`src/inc/tic_pkg.sv`:
```
package tic_pkg;

	localparam int TIC_CHANNELS = 5;
	localparam int TIC_GR_WIDTH = 16;
	localparam int TIC_ADR_WIDTH = 8;

	// Byte offsets inside one channel's 32-byte window; address bits 7..5
	// pick the channel.
	localparam logic [4:0] OFF_IO_SEL = 5'h00;
	localparam logic [4:0] OFF_FLAGS  = 5'h04;
	localparam logic [4:0] OFF_IRQ_EN = 5'h08;
	localparam logic [4:0] OFF_GEN_A  = 5'h0c;
	localparam logic [4:0] OFF_GEN_B  = 5'h10;

	// Field positions.
	localparam int IO_B_LSB  = 4;
	localparam int IO_A_LSB  = 0;
	localparam int FLAG_WRAP = 2;
	localparam int FLAG_B    = 1;
	localparam int FLAG_A    = 0;

	// Reset values; these also hold the bits that always read as one.
	localparam logic [7:0] IO_SEL_RESET = 8'h08;
	localparam logic [7:0] FLAGS_RESET  = 8'h78;
	localparam logic [7:0] IRQ_EN_RESET = 8'h78;

	localparam logic [15:0] CNT_ALL_ONES = 16'hffff;
	localparam logic [15:0] CNT_ZERO     = 16'h0000;

	// Compare codes when the function field top bit is zero.
	localparam logic [1:0] OUT_NONE   = 2'h0;
	localparam logic [1:0] OUT_LOW    = 2'h1;
	localparam logic [1:0] OUT_HIGH   = 2'h2;
	localparam logic [1:0] OUT_TOGGLE = 2'h3;
	// Capture codes when the function field top bit is one.
	localparam logic [1:0] CAP_RISE = 2'h0;
	localparam logic [1:0] CAP_FALL = 2'h1;
	localparam logic [1:0] CAP_BOTH = 2'h2;
	localparam logic [1:0] CAP_NONE = 2'h3;

	// Combined mode codes of channels 3 and 4.
	localparam logic [1:0] CMD_COMPLEMENTARY = 2'h2;
	localparam logic [1:0] CMD_RESET_SYNC    = 2'h3;

	localparam int CH_NO_TOGGLE = 2;
	localparam int CH_PHASE     = 2;
	localparam int CH_PWM_LO    = 3;
	localparam int CH_PWM_HI    = 4;
	localparam int CH_DMA_LAST  = 3;

	typedef struct packed {
		logic       hit;
		logic       capture;
		logic       pin;
	} tic_gr_result_type;

	typedef struct packed {
		logic [2:0]  fieldB;
		logic [2:0]  fieldA;
		logic [2:0]  flags;
		logic [2:0]  armed;
		logic [2:0]  irqEn;
		logic [15:0] genA;
		logic [15:0] genB;
		logic        pinA;
		logic        pinB;
		logic        eqA;
		logic        eqB;
		logic [2:0]  syncA;
		logic [2:0]  syncB;
	} tic_chan_type;

endpackage

```
`src/core/tic_timer_io_control.sv`:
```
`timescale 1ns/1ps
module tic_timer_io_control
	import tic_pkg::*;
#(
	parameter int NCH = TIC_CHANNELS
) (
	input  wire logic                     clk_sys,
	input  wire logic                     reset,
	input  wire logic                     wb_cyc_i,
	input  wire logic                     wb_stb_i,
	input  wire logic                     wb_we_i,
	input  wire logic [TIC_ADR_WIDTH-1:0] wb_adr_i,
	input  wire logic [3:0]               wb_sel_i,
	input  wire logic [31:0]              wb_dat_i,
	output logic      [31:0]              wb_dat_o,
	output logic                          wb_ack_o,
	input  wire logic [NCH-1:0][15:0]     channelCounter,
	input  wire logic [NCH-1:0]           counterTick,
	input  wire logic [NCH-1:0]           countDown,
	input  wire logic                     phaseCountSelect,
	input  wire logic [1:0]               combinedMode,
	input  wire logic                     standby,
	input  wire logic [NCH-1:0]           dmaAck,
	input  wire logic [NCH-1:0]           pinAIn,
	output logic      [NCH-1:0]           pinAOut,
	output logic      [NCH-1:0]           pinAOe,
	input  wire logic [NCH-1:0]           pinBIn,
	output logic      [NCH-1:0]           pinBOut,
	output logic      [NCH-1:0]           pinBOe,
	output logic      [NCH-1:0]           wrapIrq,
	output logic      [NCH-1:0]           matchAIrq,
	output logic      [NCH-1:0]           matchBIrq
);

	typedef struct packed {
		tic_chan_type [NCH-1:0] ch;
		logic                   ack;
		logic [31:0]            rdData;
	} tic_state_type;

	tic_state_type stateReg;
	tic_state_type stateNext;

	// One general register step: compare output or capture for one field.
	function automatic tic_gr_result_type grStep(
		input logic [2:0] field,
		input logic       eqRise,
		input logic       inRise,
		input logic       inFall,
		input logic       pinCur,
		input logic       noToggle,
		input logic       ignoreSel
	);
		tic_gr_result_type res;
		res.hit = 1'b0;
		res.capture = 1'b0;
		res.pin = pinCur;
		if (ignoreSel) begin
			// Registers act as plain compare registers; the pins belong
			// to the PWM logic, so nothing is driven from here.
			res.hit = eqRise;
		end else if (!field[2]) begin
			res.hit = eqRise;
			if (eqRise) begin
				unique case (field[1:0])
					OUT_NONE:   res.pin = pinCur;
					OUT_LOW:    res.pin = 1'b0;
					OUT_HIGH:   res.pin = 1'b1;
					OUT_TOGGLE: res.pin = noToggle | ~pinCur;
				endcase
			end
		end else begin
			unique case (field[1:0])
				CAP_RISE: res.capture = inRise;
				CAP_FALL: res.capture = inFall;
				CAP_BOTH: res.capture = inRise | inFall;
				CAP_NONE: res.capture = 1'b0;
			endcase
			res.hit = res.capture;
		end
		return res;
	endfunction

	logic                   take;
	logic [2:0]             chSel;
	logic [4:0]             regSel;
	logic [31:0]            rd;
	logic                   ignoreSel;
	logic                   downOk;
	logic                   wrap;
	logic                   eqA;
	logic                   eqB;
	logic [2:0]             setV;
	logic [2:0]             clrV;
	tic_gr_result_type      resA;
	tic_gr_result_type      resB;

	always_comb begin
		stateNext = stateReg;
		take = wb_cyc_i & wb_stb_i & ~stateReg.ack;
		chSel = wb_adr_i[7:5];
		regSel = wb_adr_i[4:0];
		rd = '0;
		ignoreSel = 1'b0;
		downOk = 1'b0;
		wrap = 1'b0;
		eqA = 1'b0;
		eqB = 1'b0;
		setV = '0;
		clrV = '0;
		resA = '0;
		resB = '0;
		for (int c = 0; c < NCH; c++) begin
			// Two stages synchronise the pins, the third keeps the last
			// level for edge detection.
			stateNext.ch[c].syncA = {stateReg.ch[c].syncA[1:0], pinAIn[c]};
			stateNext.ch[c].syncB = {stateReg.ch[c].syncB[1:0], pinBIn[c]};

			ignoreSel = (c == CH_PWM_LO || c == CH_PWM_HI) &&
				(combinedMode == CMD_COMPLEMENTARY ||
				combinedMode == CMD_RESET_SYNC);

			// A match is taken once, when equality first appears, so a
			// stopped counter does not keep re-triggering the flag.
			eqA = channelCounter[c] == stateReg.ch[c].genA;
			eqB = channelCounter[c] == stateReg.ch[c].genB;
			stateNext.ch[c].eqA = eqA;
			stateNext.ch[c].eqB = eqB;

			resA = grStep(stateReg.ch[c].fieldA,
				eqA & ~stateReg.ch[c].eqA,
				stateReg.ch[c].syncA[1] & ~stateReg.ch[c].syncA[2],
				~stateReg.ch[c].syncA[1] & stateReg.ch[c].syncA[2],
				stateReg.ch[c].pinA, c == CH_NO_TOGGLE,
				ignoreSel);
			resB = grStep(stateReg.ch[c].fieldB,
				eqB & ~stateReg.ch[c].eqB,
				stateReg.ch[c].syncB[1] & ~stateReg.ch[c].syncB[2],
				~stateReg.ch[c].syncB[1] & stateReg.ch[c].syncB[2],
				stateReg.ch[c].pinB, c == CH_NO_TOGGLE,
				ignoreSel);
			stateNext.ch[c].pinA = resA.pin;
			stateNext.ch[c].pinB = resB.pin;

			downOk = (c == CH_PHASE && phaseCountSelect) ||
				((c == CH_PWM_LO || c == CH_PWM_HI) &&
				combinedMode == CMD_COMPLEMENTARY);
			if (countDown[c] && downOk) begin
				wrap = counterTick[c] &&
					channelCounter[c] == CNT_ZERO;
			end else begin
				wrap = counterTick[c] &&
					channelCounter[c] == CNT_ALL_ONES;
			end

			setV = '0;
			setV[FLAG_WRAP] = wrap;
			setV[FLAG_B] = resB.hit;
			setV[FLAG_A] = resA.hit;
			clrV = '0;

			if (take && int'(chSel) == c) begin
				unique case (regSel)
					OFF_IO_SEL: begin
						rd[7:0] = IO_SEL_RESET |
							{1'b0, stateReg.ch[c].fieldB, 1'b0,
							stateReg.ch[c].fieldA};
						if (wb_we_i && wb_sel_i[0]) begin
							stateNext.ch[c].fieldB =
								wb_dat_i[IO_B_LSB+:3];
							stateNext.ch[c].fieldA =
								wb_dat_i[IO_A_LSB+:3];
						end
					end
					OFF_FLAGS: begin
						rd[7:0] = FLAGS_RESET |
							{5'h00, stateReg.ch[c].flags};
						if (wb_we_i) begin
							if (wb_sel_i[0]) begin
								clrV = stateReg.ch[c].armed &
									~wb_dat_i[2:0];
							end
							stateNext.ch[c].armed = '0;
						end else begin
							stateNext.ch[c].armed =
								stateReg.ch[c].flags;
						end
					end
					OFF_IRQ_EN: begin
						rd[7:0] = IRQ_EN_RESET |
							{5'h00, stateReg.ch[c].irqEn};
						if (wb_we_i && wb_sel_i[0]) begin
							stateNext.ch[c].irqEn = wb_dat_i[2:0];
						end
					end
					OFF_GEN_A: begin
						rd[15:0] = stateReg.ch[c].genA;
						if (wb_we_i && wb_sel_i[0]) begin
							stateNext.ch[c].genA[7:0] = wb_dat_i[7:0];
						end
						if (wb_we_i && wb_sel_i[1]) begin
							stateNext.ch[c].genA[15:8] = wb_dat_i[15:8];
						end
					end
					OFF_GEN_B: begin
						rd[15:0] = stateReg.ch[c].genB;
						if (wb_we_i && wb_sel_i[0]) begin
							stateNext.ch[c].genB[7:0] = wb_dat_i[7:0];
						end
						if (wb_we_i && wb_sel_i[1]) begin
							stateNext.ch[c].genB[15:8] = wb_dat_i[15:8];
						end
					end
					default: rd = '0;
				endcase
			end

			if (dmaAck[c] && c <= CH_DMA_LAST) begin
				clrV[FLAG_A] = 1'b1;
			end
			// Hardware events win over a write or transfer clear in the same cycle.
			stateNext.ch[c].flags =
				(stateReg.ch[c].flags & ~clrV) | setV;

			// A capture overrides a software write in the same cycle.
			if (resA.capture) begin
				stateNext.ch[c].genA = channelCounter[c];
			end
			if (resB.capture) begin
				stateNext.ch[c].genB = channelCounter[c];
			end

			if (standby) begin
				stateNext.ch[c].fieldA = '0;
				stateNext.ch[c].fieldB = '0;
				stateNext.ch[c].flags = '0;
				stateNext.ch[c].armed = '0;
				stateNext.ch[c].irqEn = '0;
				stateNext.ch[c].pinA = 1'b0;
				stateNext.ch[c].pinB = 1'b0;
			end
		end

		stateNext.ack = take;
		if (take && !wb_we_i) begin
			stateNext.rdData = rd;
		end
	end

	always_ff @(posedge clk_sys or posedge reset) begin
		if (reset) begin
			stateReg <= '0;
		end else begin
			stateReg <= stateNext;
		end
	end

	always_comb begin
		wb_dat_o = stateReg.rdData;
		wb_ack_o = stateReg.ack;
		for (int c = 0; c < NCH; c++) begin
			pinAOut[c] = stateReg.ch[c].pinA;
			pinBOut[c] = stateReg.ch[c].pinB;
			pinAOe[c] = ~stateNext.ch[c].fieldA[2] &
				(stateReg.ch[c].fieldA[1:0] != OUT_NONE) &
				~((c == CH_PWM_LO || c == CH_PWM_HI) &&
				combinedMode[1]);
			pinBOe[c] = ~stateReg.ch[c].fieldB[2] &
				(stateReg.ch[c].fieldB[1:0] != OUT_NONE) &
				~((c == CH_PWM_LO || c == CH_PWM_HI) &&
				combinedMode[1]);
			wrapIrq[c] = stateReg.ch[c].flags[FLAG_WRAP] &
				stateReg.ch[c].irqEn[FLAG_WRAP];
			matchBIrq[c] = stateReg.ch[c].flags[FLAG_B] &
				stateReg.ch[c].irqEn[FLAG_B];
			matchAIrq[c] = stateReg.ch[c].flags[FLAG_A] &
				stateReg.ch[c].irqEn[FLAG_A];
		end
	end

endmodule

```
`config.mk`:
```
export PLATFORM = sky130hd
export DESIGN_NAME = tic_timer_io_control
export DESIGN_NICKNAME = d
export VERILOG_FILES = /design/src/inc/tic_pkg.sv /design/src/core/tic_timer_io_control.sv
export SDC_FILE = /design/constraint.sdc
export NUM_CORES = 1
export LEC_CHECK = 0
export BUFFER_PORTS_ARGS = -buffer_cell sky130_fd_sc_hd__clkbuf_2
export CAP_MARGIN = 0
export CORE_UTILIZATION = 39
export CTS_BUF_LIST = sky130_fd_sc_hd__clkbuf_16
export DETAILED_ROUTE_END_ITERATION = 10
export PLACE_DENSITY = 0.58
export RECOVER_POWER = 100
export SETUP_SLACK_MARGIN = 0.3
export SYNTH_ARGS = -nofsm -noshare
export SYNTH_HDL_FRONTEND = slang
export SYNTH_SLANG_ARGS = --single-unit
```
`constraint.sdc`:
```
create_clock -name clk_sys -period 10.8 [get_ports clk_sys]
set_input_delay 2.16 -clock clk_sys [delete_from_list [all_inputs] [get_ports clk_sys]]
set_output_delay 2.16 -clock clk_sys [all_outputs]
set_load 0.05 [all_outputs]
```
==> flow_summary.html, run 1 <==
<table>
<tr><th>Metric</th><th>Value</th></tr>
<tr><th colspan="2">Min path</th></tr>
<tr><td>Worst hold path type</td><td>flip-flop to flip-flop</td></tr>
<tr><th colspan="2">Cells and area</th></tr>
<tr><td>Leading cell type in the layout, fill and taps excluded</td><td>dfrtp_1</td></tr>
<tr><td>Post-layout net count</td><td>2212</td></tr>
<tr><td>Total area of multi-input combinational cells</td><td>0.00953 mm²</td></tr>
<tr><td>Leading cell types in the layout, fill and taps excluded</td><td>dfrtp_1 (302), nand2_1 (229), o21ai_0 (150)</td></tr>
<tr><td>Post-route standard cell area excluding fillers</td><td>0.0202 mm²</td></tr>
<tr><td>Synth-to-Final Area Change</td><td>9.88%</td></tr>
<tr><td>Register cell area after layout</td><td>0.00756 mm²</td></tr>
<tr><td>Number of cells in the finished layout apart from fillers</td><td>2669</td></tr>
<tr><td>Fraction of layout instances using a drive strength above 1</td><td>14.0%</td></tr>
<tr><td>Number of filler instances in the final layout</td><td>4614</td></tr>
<tr><th colspan="2">Clock network</th></tr>
<tr><td>Clock tree root buffer cell</td><td>clkbuf_16</td></tr>
<tr><td>CTS buffer count</td><td>37</td></tr>
<tr><td>Hold buffers post-CTS</td><td>0</td></tr>
<tr><td>Clk pin slew, worst setup/hold paths</td><td>60 ps</td></tr>
<tr><td>Sinks on the clock net</td><td>302</td></tr>
<tr><td>Maximum level of the CTS H-tree</td><td>2</td></tr>
<tr><td>Number of setup buffers added after CTS</td><td>0</td></tr>
<tr><td>Clock insertion delay at the later pin of the skew report</td><td>560 ps</td></tr>
<tr><td>Clock Tree Buf Depth</td><td>3</td></tr>
<tr><td>Post_cts resized</td><td>0</td></tr>
<tr><td>Clock tree from TritonCTS</td><td>yes</td></tr>
<tr><th colspan="2">Critical path</th></tr>
<tr><td>CP Data Arrival Time</td><td>6590 ps</td></tr>
<tr><td>Critical path's slowest cell</td><td>nor3_1</td></tr>
<tr><td>Crit start category</td><td>input port</td></tr>
<tr><td>Largest stage delay on the critical path</td><td>1240 ps</td></tr>
<tr><td>Crit-path max FO</td><td>23</td></tr>
<tr><td>CP required</td><td>8640 ps</td></tr>
<tr><td>Family with the most delay on the worst path</td><td>simple AND/OR/NAND/NOR gates</td></tr>
<tr><td>Buffers and inverters on the worst path</td><td>3</td></tr>
<tr><td>Worst path most repeated cell</td><td>clkbuf_1</td></tr>
<tr><td>CP endpoint kind</td><td>output pin</td></tr>
<tr><td>Category of the most critical setup path</td><td>input port to output pin</td></tr>
<tr><td>Critical Path, Cell by Cell</td><td>clkbuf_1 -&gt; or3_1 -&gt; nor3_1 -&gt; clkbuf_1 -&gt; nand2_1 -&gt; nand2_1 -&gt; a21oi_1 -&gt; nor2_1 -&gt; clkbuf_1</td></tr>
<tr><th colspan="2">Place</th></tr>
<tr><td>Final Wtd Congestion</td><td>0.939</td></tr>
<tr><td>Buffers on Ports</td><td>188</td></tr>
<tr><td>Placement-stage worst setup slack</td><td>3560 ps</td></tr>
<tr><td>Placed wire-length estimate</td><td>47200 µm</td></tr>
<tr><td>Number of placed cells counting well taps</td><td>2602</td></tr>
<tr><td>Instance area after placement</td><td>0.0193 mm²</td></tr>
<tr><th colspan="2">Floorplanning</th></tr>
<tr><td>Starting Density</td><td>39.5%</td></tr>
<tr><td>Die height</td><td>219 µm</td></tr>
<tr><td>Number of placement rows</td><td>79</td></tr>
<tr><td>Core Area</td><td>0.0465 mm²</td></tr>
<tr><td>Die width</td><td>219 µm</td></tr>
<tr><td>Area of the die</td><td>0.0480 mm²</td></tr>
<tr><td>Number of top-level pins</td><td>226</td></tr>
<tr><th colspan="2">STA</th></tr>
<tr><td>Worst setup skew after layout</td><td>17.4 ps</td></tr>
<tr><td>Worst slew pin tran</td><td>3570 ps</td></tr>
<tr><td>Final critical-path setup slack</td><td>2050 ps</td></tr>
<tr><td>Setup Total Neg Slack</td><td>0 ps</td></tr>
<tr><td>Highest achievable clock rate</td><td>0.114 GHz</td></tr>
<tr><td>Share of the clock period used by the worst path</td><td>81.1%</td></tr>
<tr><td>Worst slew margin</td><td>-138%</td></tr>
<tr><td>Setup repair after global routing missed its margin</td><td>no</td></tr>
<tr><td>Final worst hold slack</td><td>345 ps</td></tr>
<tr><td>Final Max Slew Viols</td><td>387</td></tr>
<tr><td>Final min period</td><td>8750 ps</td></tr>
<tr><td>Final count of hold timing violations</td><td>0</td></tr>
<tr><td>Final-report setup violation count</td><td>0</td></tr>
<tr><th colspan="2">Global route</th></tr>
<tr><td>Met1 track demand over resource</td><td>36.2%</td></tr>
<tr><td>Via count of the first global-routing pass</td><td>15.2k</td></tr>
<tr><td>Antenna violations before repair</td><td>5</td></tr>
<tr><td>Gr ovfl total</td><td>0</td></tr>
<tr><td>Most crowded layer after global routing</td><td>met2</td></tr>
<tr><td>Maximum number of pins on one net before global-route repair</td><td>149</td></tr>
<tr><td>Total GRT Usage</td><td>27.0%</td></tr>
<tr><td>Global-route wire length before repair</td><td>96100 µm</td></tr>
<tr><td>Global routing met3 resource utilization</td><td>5.25%</td></tr>
<tr><td>Met2 track demand over resource in global routing</td><td>42.5%</td></tr>
<tr><th colspan="2">Yosys</th></tr>
<tr><td>Top FF cell, synth</td><td>dfrtp_1</td></tr>
<tr><td>Async set-reset flop share out of synthesis</td><td>100%</td></tr>
<tr><td>Syn. warnings</td><td>0</td></tr>
<tr><td>Part of the Yosys area used for sequential elements</td><td>41.2%</td></tr>
<tr><td>Area fraction of the dominant cell type after synthesis</td><td>41.2%</td></tr>
<tr><td>Largest area contributor in the synthesized netlist</td><td>dfrtp_1</td></tr>
<tr><td>Top post-synthesis cells by area</td><td>dfrtp_1 (41%), mux2i_1 (7.5%), xor2_1 (6.2%)</td></tr>
<tr><td>Post-synthesis instance area</td><td>0.0184 mm²</td></tr>
<tr><td>Mean area per synthesized cell</td><td>9.32 µm²</td></tr>
<tr><td>Synthesized instance count</td><td>1970</td></tr>
<tr><td>Count of unique library cells instantiated by Yosys</td><td>72</td></tr>
<tr><td>Number of enable flip-flop cells after synthesis</td><td>0</td></tr>
<tr><td>Yosys reg bits</td><td>302</td></tr>
<tr><th colspan="2">Drt</th></tr>
<tr><td>Number of nets with antenna violations after routing</td><td>0</td></tr>
<tr><td>Overall via count from detail_route</td><td>15.6k</td></tr>
<tr><td>DR iter-0 viols</td><td>1672</td></tr>
<tr><td>Per-cell via count in the routed design</td><td>5.86</td></tr>
<tr><td>Drt wl/cell</td><td>24.3 µm</td></tr>
<tr><td>Final Routed Wirelength</td><td>64800 µm</td></tr>
<tr><td>Remaining DRCs</td><td>0</td></tr>
<tr><td>TritonRoute pass-1 iters</td><td>6</td></tr>
<tr><th colspan="2">Run status</th></tr>
<tr><td>Violations in the final reports</td><td>max-capacitance violations, max-slew violations</td></tr>
<tr><td>Status</td><td>finished, violations left</td></tr>
<tr><th colspan="2">Pwr</th></tr>
<tr><td>Internal power consumption</td><td>0.00198 W</td></tr>
<tr><td>Switching power of the nets</td><td>0.000745 W</td></tr>
<tr><td>Fraction of power consumed by sequential logic</td><td>44.2%</td></tr>
<tr><td>Peak ir drop on the vdd network</td><td>88.7 µV</td></tr>
<tr><td>Net Sw Frac</td><td>27.4%</td></tr>
<tr><td>Power per cell area</td><td>135 mW/mm²</td></tr>
<tr><td>Static Leak</td><td>9.09 nW</td></tr>
<tr><td>Clock network power share</td><td>45.4%</td></tr>
<tr><td>Combinational power share</td><td>10.4%</td></tr>
<tr><th colspan="2">Run</th></tr>
<tr><td>Number of maximum-capacitance violations</td><td>15</td></tr>
</table>
-- through the flow --
stage	power, W	util, %
global route	0.00281	43.4
global placement	0.00150	41.5
finish	0.00272	43.4
CTS	0.00274	44.0
floorplan	0.00140	-
detailed placement	0.00151	41.5
-- flip-flops by register name (all words and copies together) (netlist names) --
| register | count |
|---|---|
| pinAOut | 5 |
| stateNext | 20 |
| wb_dat_o | 16 |
| stateReg | 255 |
| wb_ack_o | 1 |
| pinBOut | 5 |
-- per-layer routing --
metal,wire [µm],vias up
met1,27600,7776
met4,2560,6
li1,-,7065
met5,27,-
met2,29600,668
met3,5060,133
-- path summary, 6_finish.rpt --
check                      cells after the start        endpoint  slack, ps      startpoint
max                                            9       pinAOe[1]       2050     wb_adr_i[4]
min                                            0  stateNext[209]        350  stateNext[208]
max reg2reg                                    5   stateReg[158]       7300        wb_ack_o
min reg2reg                                    0  stateNext[209]        350  stateNext[208]
max in group asynchronous                      4      pinAOut[4]       4690           reset
min in group asynchronous                      2    wb_dat_o[14]       2030           reset
-- power groups by stage --
stage	Clock (W)	Sequential, W	Combinational [W]
finish	0.00124	0.00120	0.000282
global route	0.00129	0.00121	0.000307
CTS	0.00126	0.00120	0.000287
detailed placement	0	0.00122	0.000286
global placement	0	0.00122	0.000280
floorplan	0	0.00121	0.000194
-- logic make-up after synthesis --
family / count (synthesis) / synth area share, %
and+or+nand+nor: 595 / 16.1
AOI/OAI and AO/OA: 444 / 15.1
DFF: 302 / 41.2
buffers and inverters: 235 / 6.49
muxes: 212 / 12.1
xor gates and xnor gates: 161 / 7.68
adders and majority gates: 20 / 1.36
other: 1 / 0.0204
-- Yosys cell counts (all sizes together), types with 4 or more instances --
cell and count:
buf 122, o22ai 20, and3 8, o21a 4
a21oi 121, clkbuf 77, a21boi 10, mux2 75
nor2 108, nand2b 12, ha 20, nor3 23
a222oi 6, a32oi 4, xnor2 32, mux2i 137
a22o 5, nor4 53, or3 4, a31oi 9
dfrtp 302, nand3 53, nor3b 15, nand4 43
nand2 230, a221oi 14, inv 36, a21bo 6
and2 17, a22oi 61, nand3b 15, a211oi 8
o21ai 155, xor2 129
-- area by class of cell --
| cell class | count | share of cell area, % |
|---|---|---|
| multi-input combinational | 1448 | 47.2 |
| clock buffer | 39 | 4.84 |
| inverter | 36 | 0.676 |
| timing repair buffer | 209 | 5.02 |
| clock inverter | 26 | 0.974 |
| tap | 607 | 3.76 |
| sequential | 302 | 37.5 |
| antenna | 2 | 0.0248 |
No activity file was read; power rests on OpenSTA's default activity.
==> inputs of run 2 (changes only) <==
==> constraint.sdc (replaced) <==
create_clock -name clk_sys -period 8 [get_ports clk_sys]
set_input_delay 1.6 -clock clk_sys [delete_from_list [all_inputs] [get_ports clk_sys]]
set_output_delay 1.6 -clock clk_sys [all_outputs]
set_load 0.05 [all_outputs]
==> flow_summary.html, run 2 (same netlist as run 1, synthesis figures left out) <==
<table>
<tr><th>Metric</th><th>Value</th></tr>
<tr><th colspan="2">STA</th></tr>
<tr><td>Worst slew margin</td><td>-125% (+13 points)</td></tr>
<tr><td>Final worst hold slack</td><td>348 ps (+2.89 ps)</td></tr>
<tr><td>Worst slew pin tran</td><td>3370 ps (-198 ps)</td></tr>
<tr><td>Highest achievable clock rate</td><td>0.148 GHz</td></tr>
<tr><td>Final count of hold timing violations</td><td>0 (unchanged)</td></tr>
<tr><td>Final-report setup violation count</td><td>0 (unchanged)</td></tr>
<tr><td>Setup repair after global routing missed its margin</td><td>no</td></tr>
<tr><td>Setup Total Neg Slack</td><td>0 ps (unchanged)</td></tr>
<tr><td>Worst setup skew after layout</td><td>14.9 ps (-2.54 ps)</td></tr>
<tr><td>Share of the clock period used by the worst path</td><td>84.6%</td></tr>
<tr><td>Final min period</td><td>6770 ps</td></tr>
<tr><td>Final Max Slew Viols</td><td>480 (+24%)</td></tr>
<tr><th colspan="2">Drt</th></tr>
<tr><td>Number of nets with antenna violations after routing</td><td>0 (unchanged)</td></tr>
<tr><td>DR iter-0 viols</td><td>1588 (-5.0%)</td></tr>
<tr><td>Drt wl/cell</td><td>24.3 µm (about the same)</td></tr>
<tr><td>Remaining DRCs</td><td>0 (unchanged)</td></tr>
<tr><td>Final Routed Wirelength</td><td>64900 µm (about the same)</td></tr>
<tr><td>Overall via count from detail_route</td><td>15.6k (-0.24%)</td></tr>
<tr><td>TritonRoute pass-1 iters</td><td>6 (unchanged)</td></tr>
<tr><td>Per-cell via count in the routed design</td><td>5.84 (-0.35%)</td></tr>
<tr><th colspan="2">Cells and area</th></tr>
<tr><td>Fraction of layout instances using a drive strength above 1</td><td>14.1% (+0.13 points)</td></tr>
<tr><td>Flip-flop count of the largest register, all copies and words added</td><td>255 (unchanged)</td></tr>
<tr><td>Leading cell types in the layout, fill and taps excluded</td><td>dfrtp_1 (302), nand2_1 (229), o21ai_0 (150)</td></tr>
<tr><td>Synth-to-Final Area Change</td><td>9.65%</td></tr>
<tr><td>Post-layout net count</td><td>2214 (+0.090%)</td></tr>
<tr><td>Most flops, register</td><td>stateReg</td></tr>
<tr><td>Leading cell type in the layout, fill and taps excluded</td><td>dfrtp_1</td></tr>
<tr><th colspan="2">Critical path</th></tr>
<tr><td>Critical path's slowest cell</td><td>clkbuf_1</td></tr>
<tr><td>Crit-path max FO</td><td>23 (unchanged)</td></tr>
<tr><td>Buffers and inverters on the worst path</td><td>3 (unchanged)</td></tr>
<tr><td>Family with the most delay on the worst path</td><td>simple AND/OR/NAND/NOR gates</td></tr>
<tr><td>Critical Path, Cell by Cell</td><td>clkbuf_1 -&gt; or3_1 -&gt; nor3_4 -&gt; clkbuf_1 -&gt; nand2_1 -&gt; nand2_1 -&gt; a21oi_1 -&gt; nor2_1 -&gt; clkbuf_2</td></tr>
<tr><td>R2r setup slk</td><td>4580 ps (-2720 ps)</td></tr>
<tr><td>CP required</td><td>6400 ps (-2240 ps)</td></tr>
<tr><td>Category of the most critical setup path</td><td>input port to output pin</td></tr>
<tr><td>Largest stage delay on the critical path</td><td>840 ps (-400 ps)</td></tr>
<tr><td>Crit start category</td><td>input port</td></tr>
<tr><td>CP endpoint kind</td><td>output pin</td></tr>
<tr><td>CP Data Arrival Time</td><td>5170 ps (-1420 ps)</td></tr>
<tr><th colspan="2">Place</th></tr>
<tr><td>Final Wtd Congestion</td><td>0.916 (-2.4%)</td></tr>
<tr><td>Buffers on Ports</td><td>188 (unchanged)</td></tr>
<tr><td>Placed wire-length estimate</td><td>47100 µm (-0.29%)</td></tr>
<tr><th colspan="2">Floorplanning</th></tr>
<tr><td>Die width</td><td>219 µm (unchanged)</td></tr>
<tr><td>Number of top-level pins</td><td>226 (unchanged)</td></tr>
<tr><td>Starting Density</td><td>39.5% (unchanged)</td></tr>
<tr><td>Number of placement rows</td><td>79 (unchanged)</td></tr>
<tr><td>Die height</td><td>219 µm (unchanged)</td></tr>
<tr><td>Core Area</td><td>0.0465 mm² (unchanged)</td></tr>
<tr><td>Area of the die</td><td>0.0480 mm² (unchanged)</td></tr>
<tr><th colspan="2">Run status</th></tr>
<tr><td>Violations in the final reports</td><td>max-capacitance violations, max-slew violations</td></tr>
<tr><td>Status</td><td>finished, violations left</td></tr>
<tr><th colspan="2">Min path</th></tr>
<tr><td>Worst hold path type</td><td>flip-flop to flip-flop</td></tr>
<tr><th colspan="2">Clock network</th></tr>
<tr><td>Hold buffers post-CTS</td><td>0 (unchanged)</td></tr>
<tr><td>CTS buffer count</td><td>36 (-2.7%)</td></tr>
<tr><td>Number of setup buffers added after CTS</td><td>0 (unchanged)</td></tr>
<tr><td>Maximum level of the CTS H-tree</td><td>2 (unchanged)</td></tr>
<tr><td>Clock insertion delay at the later pin of the skew report</td><td>560 ps (about the same)</td></tr>
<tr><td>Clock tree from TritonCTS</td><td>yes</td></tr>
<tr><td>Post_cts resized</td><td>0 (unchanged)</td></tr>
<tr><td>Clk pin slew, worst setup/hold paths</td><td>60 ps (about the same)</td></tr>
<tr><td>Sinks on the clock net</td><td>302 (unchanged)</td></tr>
<tr><td>Clock Tree Buf Depth</td><td>3 (unchanged)</td></tr>
<tr><td>Clock tree root buffer cell</td><td>clkbuf_16</td></tr>
<tr><th colspan="2">Global route</th></tr>
<tr><td>Via count of the first global-routing pass</td><td>14.9k (-2.0%)</td></tr>
<tr><td>Total GRT Usage</td><td>26.9% (-0.11 points)</td></tr>
<tr><td>Global-route wire length before repair</td><td>95300 µm (-0.84%)</td></tr>
<tr><td>Antenna violations before repair</td><td>6 (+1)</td></tr>
<tr><td>Gr ovfl total</td><td>0 (unchanged)</td></tr>
<tr><td>Maximum number of pins on one net before global-route repair</td><td>128 (-14%)</td></tr>
<tr><th colspan="2">Pwr</th></tr>
<tr><td>Peak ir drop on the vdd network</td><td>144 µV (+62%)</td></tr>
<tr><td>Switching power of the nets</td><td>0.000999 W (+34%)</td></tr>
<tr><td>Power per cell area</td><td>178 mW/mm² (+32%)</td></tr>
<tr><td>Net Sw Frac</td><td>27.8% (+0.41 points)</td></tr>
<tr><td>Overall power consumption</td><td>0.00359 W (+32%)</td></tr>
<tr><td>Clock network power share</td><td>44.2% (-1.2 points)</td></tr>
<tr><td>Combinational power share</td><td>10.6% (+0.2 points)</td></tr>
<tr><td>Internal power consumption</td><td>0.00259 W (+31%)</td></tr>
<tr><td>Fraction of power consumed by sequential logic</td><td>45.2% (+1.0 points)</td></tr>
<tr><td>Static Leak</td><td>9.09 nW (about the same)</td></tr>
<tr><th colspan="2">Run</th></tr>
<tr><td>Number of maximum-capacitance violations</td><td>14 (-1)</td></tr>
</table>
==> run 2: cell count changes in the layout (fill, tap and decap cells not counted), moves of 2 or more <==
| cell | before | now |
|---|---|---|
| clkbuf_16 | 39 | 37 |
| clkinv_1 | 7 | 15 |
| clkinv_2 | 6 | 2 |
| clkbuf_2 | 124 | 132 |
| clkbuf_1 | 68 | 61 |
| buf_4 | 15 | 18 |
==> run 2: power by group through the flow <==
stage	Combinational [W]	Sequential, W	Clock (W)
6_report	0.000382	0.00162	0.00159
5_1_grt	0.000415	0.00163	0.00168
4_1_cts	0.000388	0.00162	0.00162
3_5_place_dp	0.000386	0.00165	0
3_3_place_gp	0.000379	0.00165	0
2_1_floorplan	0.000263	0.00163	0
==> run 2: through the flow <==
stage	util, %	instances	setup slack (ps)	instance area [µm²]
after detailed placement	41.5	2605	1990	19300
final	43.3	2672	1230	20100
after global routing	43.3	2672	1040	20100
after CTS	43.9	2670	1980	20400
after floorplan	-	1985	2380	18400
after global placement	41.5	2605	2010	19300
==> run 2: per-layer routing <==
| metal | routed length, µm | GRT usage (%) |
|---|---|---|
| met5 | 46 | 0 |
| met4 | 2170 | 9.98 |
| met3 | 5520 | 4.67 |
| met2 | 29700 | 42.5 |
| met1 | 27400 | 36.8 |
==> run 2: layout make-up <==
class | count | area (µm²)
Clock buffer | 37 | 926
Multi-Input combinational cell | 1448 | 9540
Fill cell | 4628 | 26300
Inverter | 36 | 139
Sequential cell | 302 | 7560
Antenna cell | 2 | 5.00
Tap cell | 607 | 759
Clock inverter | 28 | 174
Timing Repair Buffer | 212 | 1030
==> run 2: final timing paths <==
| check | start | to | cells past startpoint |
|---|---|---|---|
| min in group asynchronous | reset | stateReg[108] | 3 |
| hold / removal | stateNext[91] | stateNext[92] | 0 |
| hold reg to reg | stateNext[91] | stateNext[92] | 0 |
| setup / recovery | wb_adr_i[4] | pinAOe[1] | 9 |
| setup reg to reg | wb_ack_o | stateReg[224] | 5 |
| max in group asynchronous | reset | stateReg[104] | 4 |
==> run 2: worst register-to-register path, cell delays in order, from the launching register on <==
cell,delay [ps]
dfrtp_1,440
nand3b_1,390
inv_1,230
and3_1,480
a21boi_0,1380
o21ai_0,290
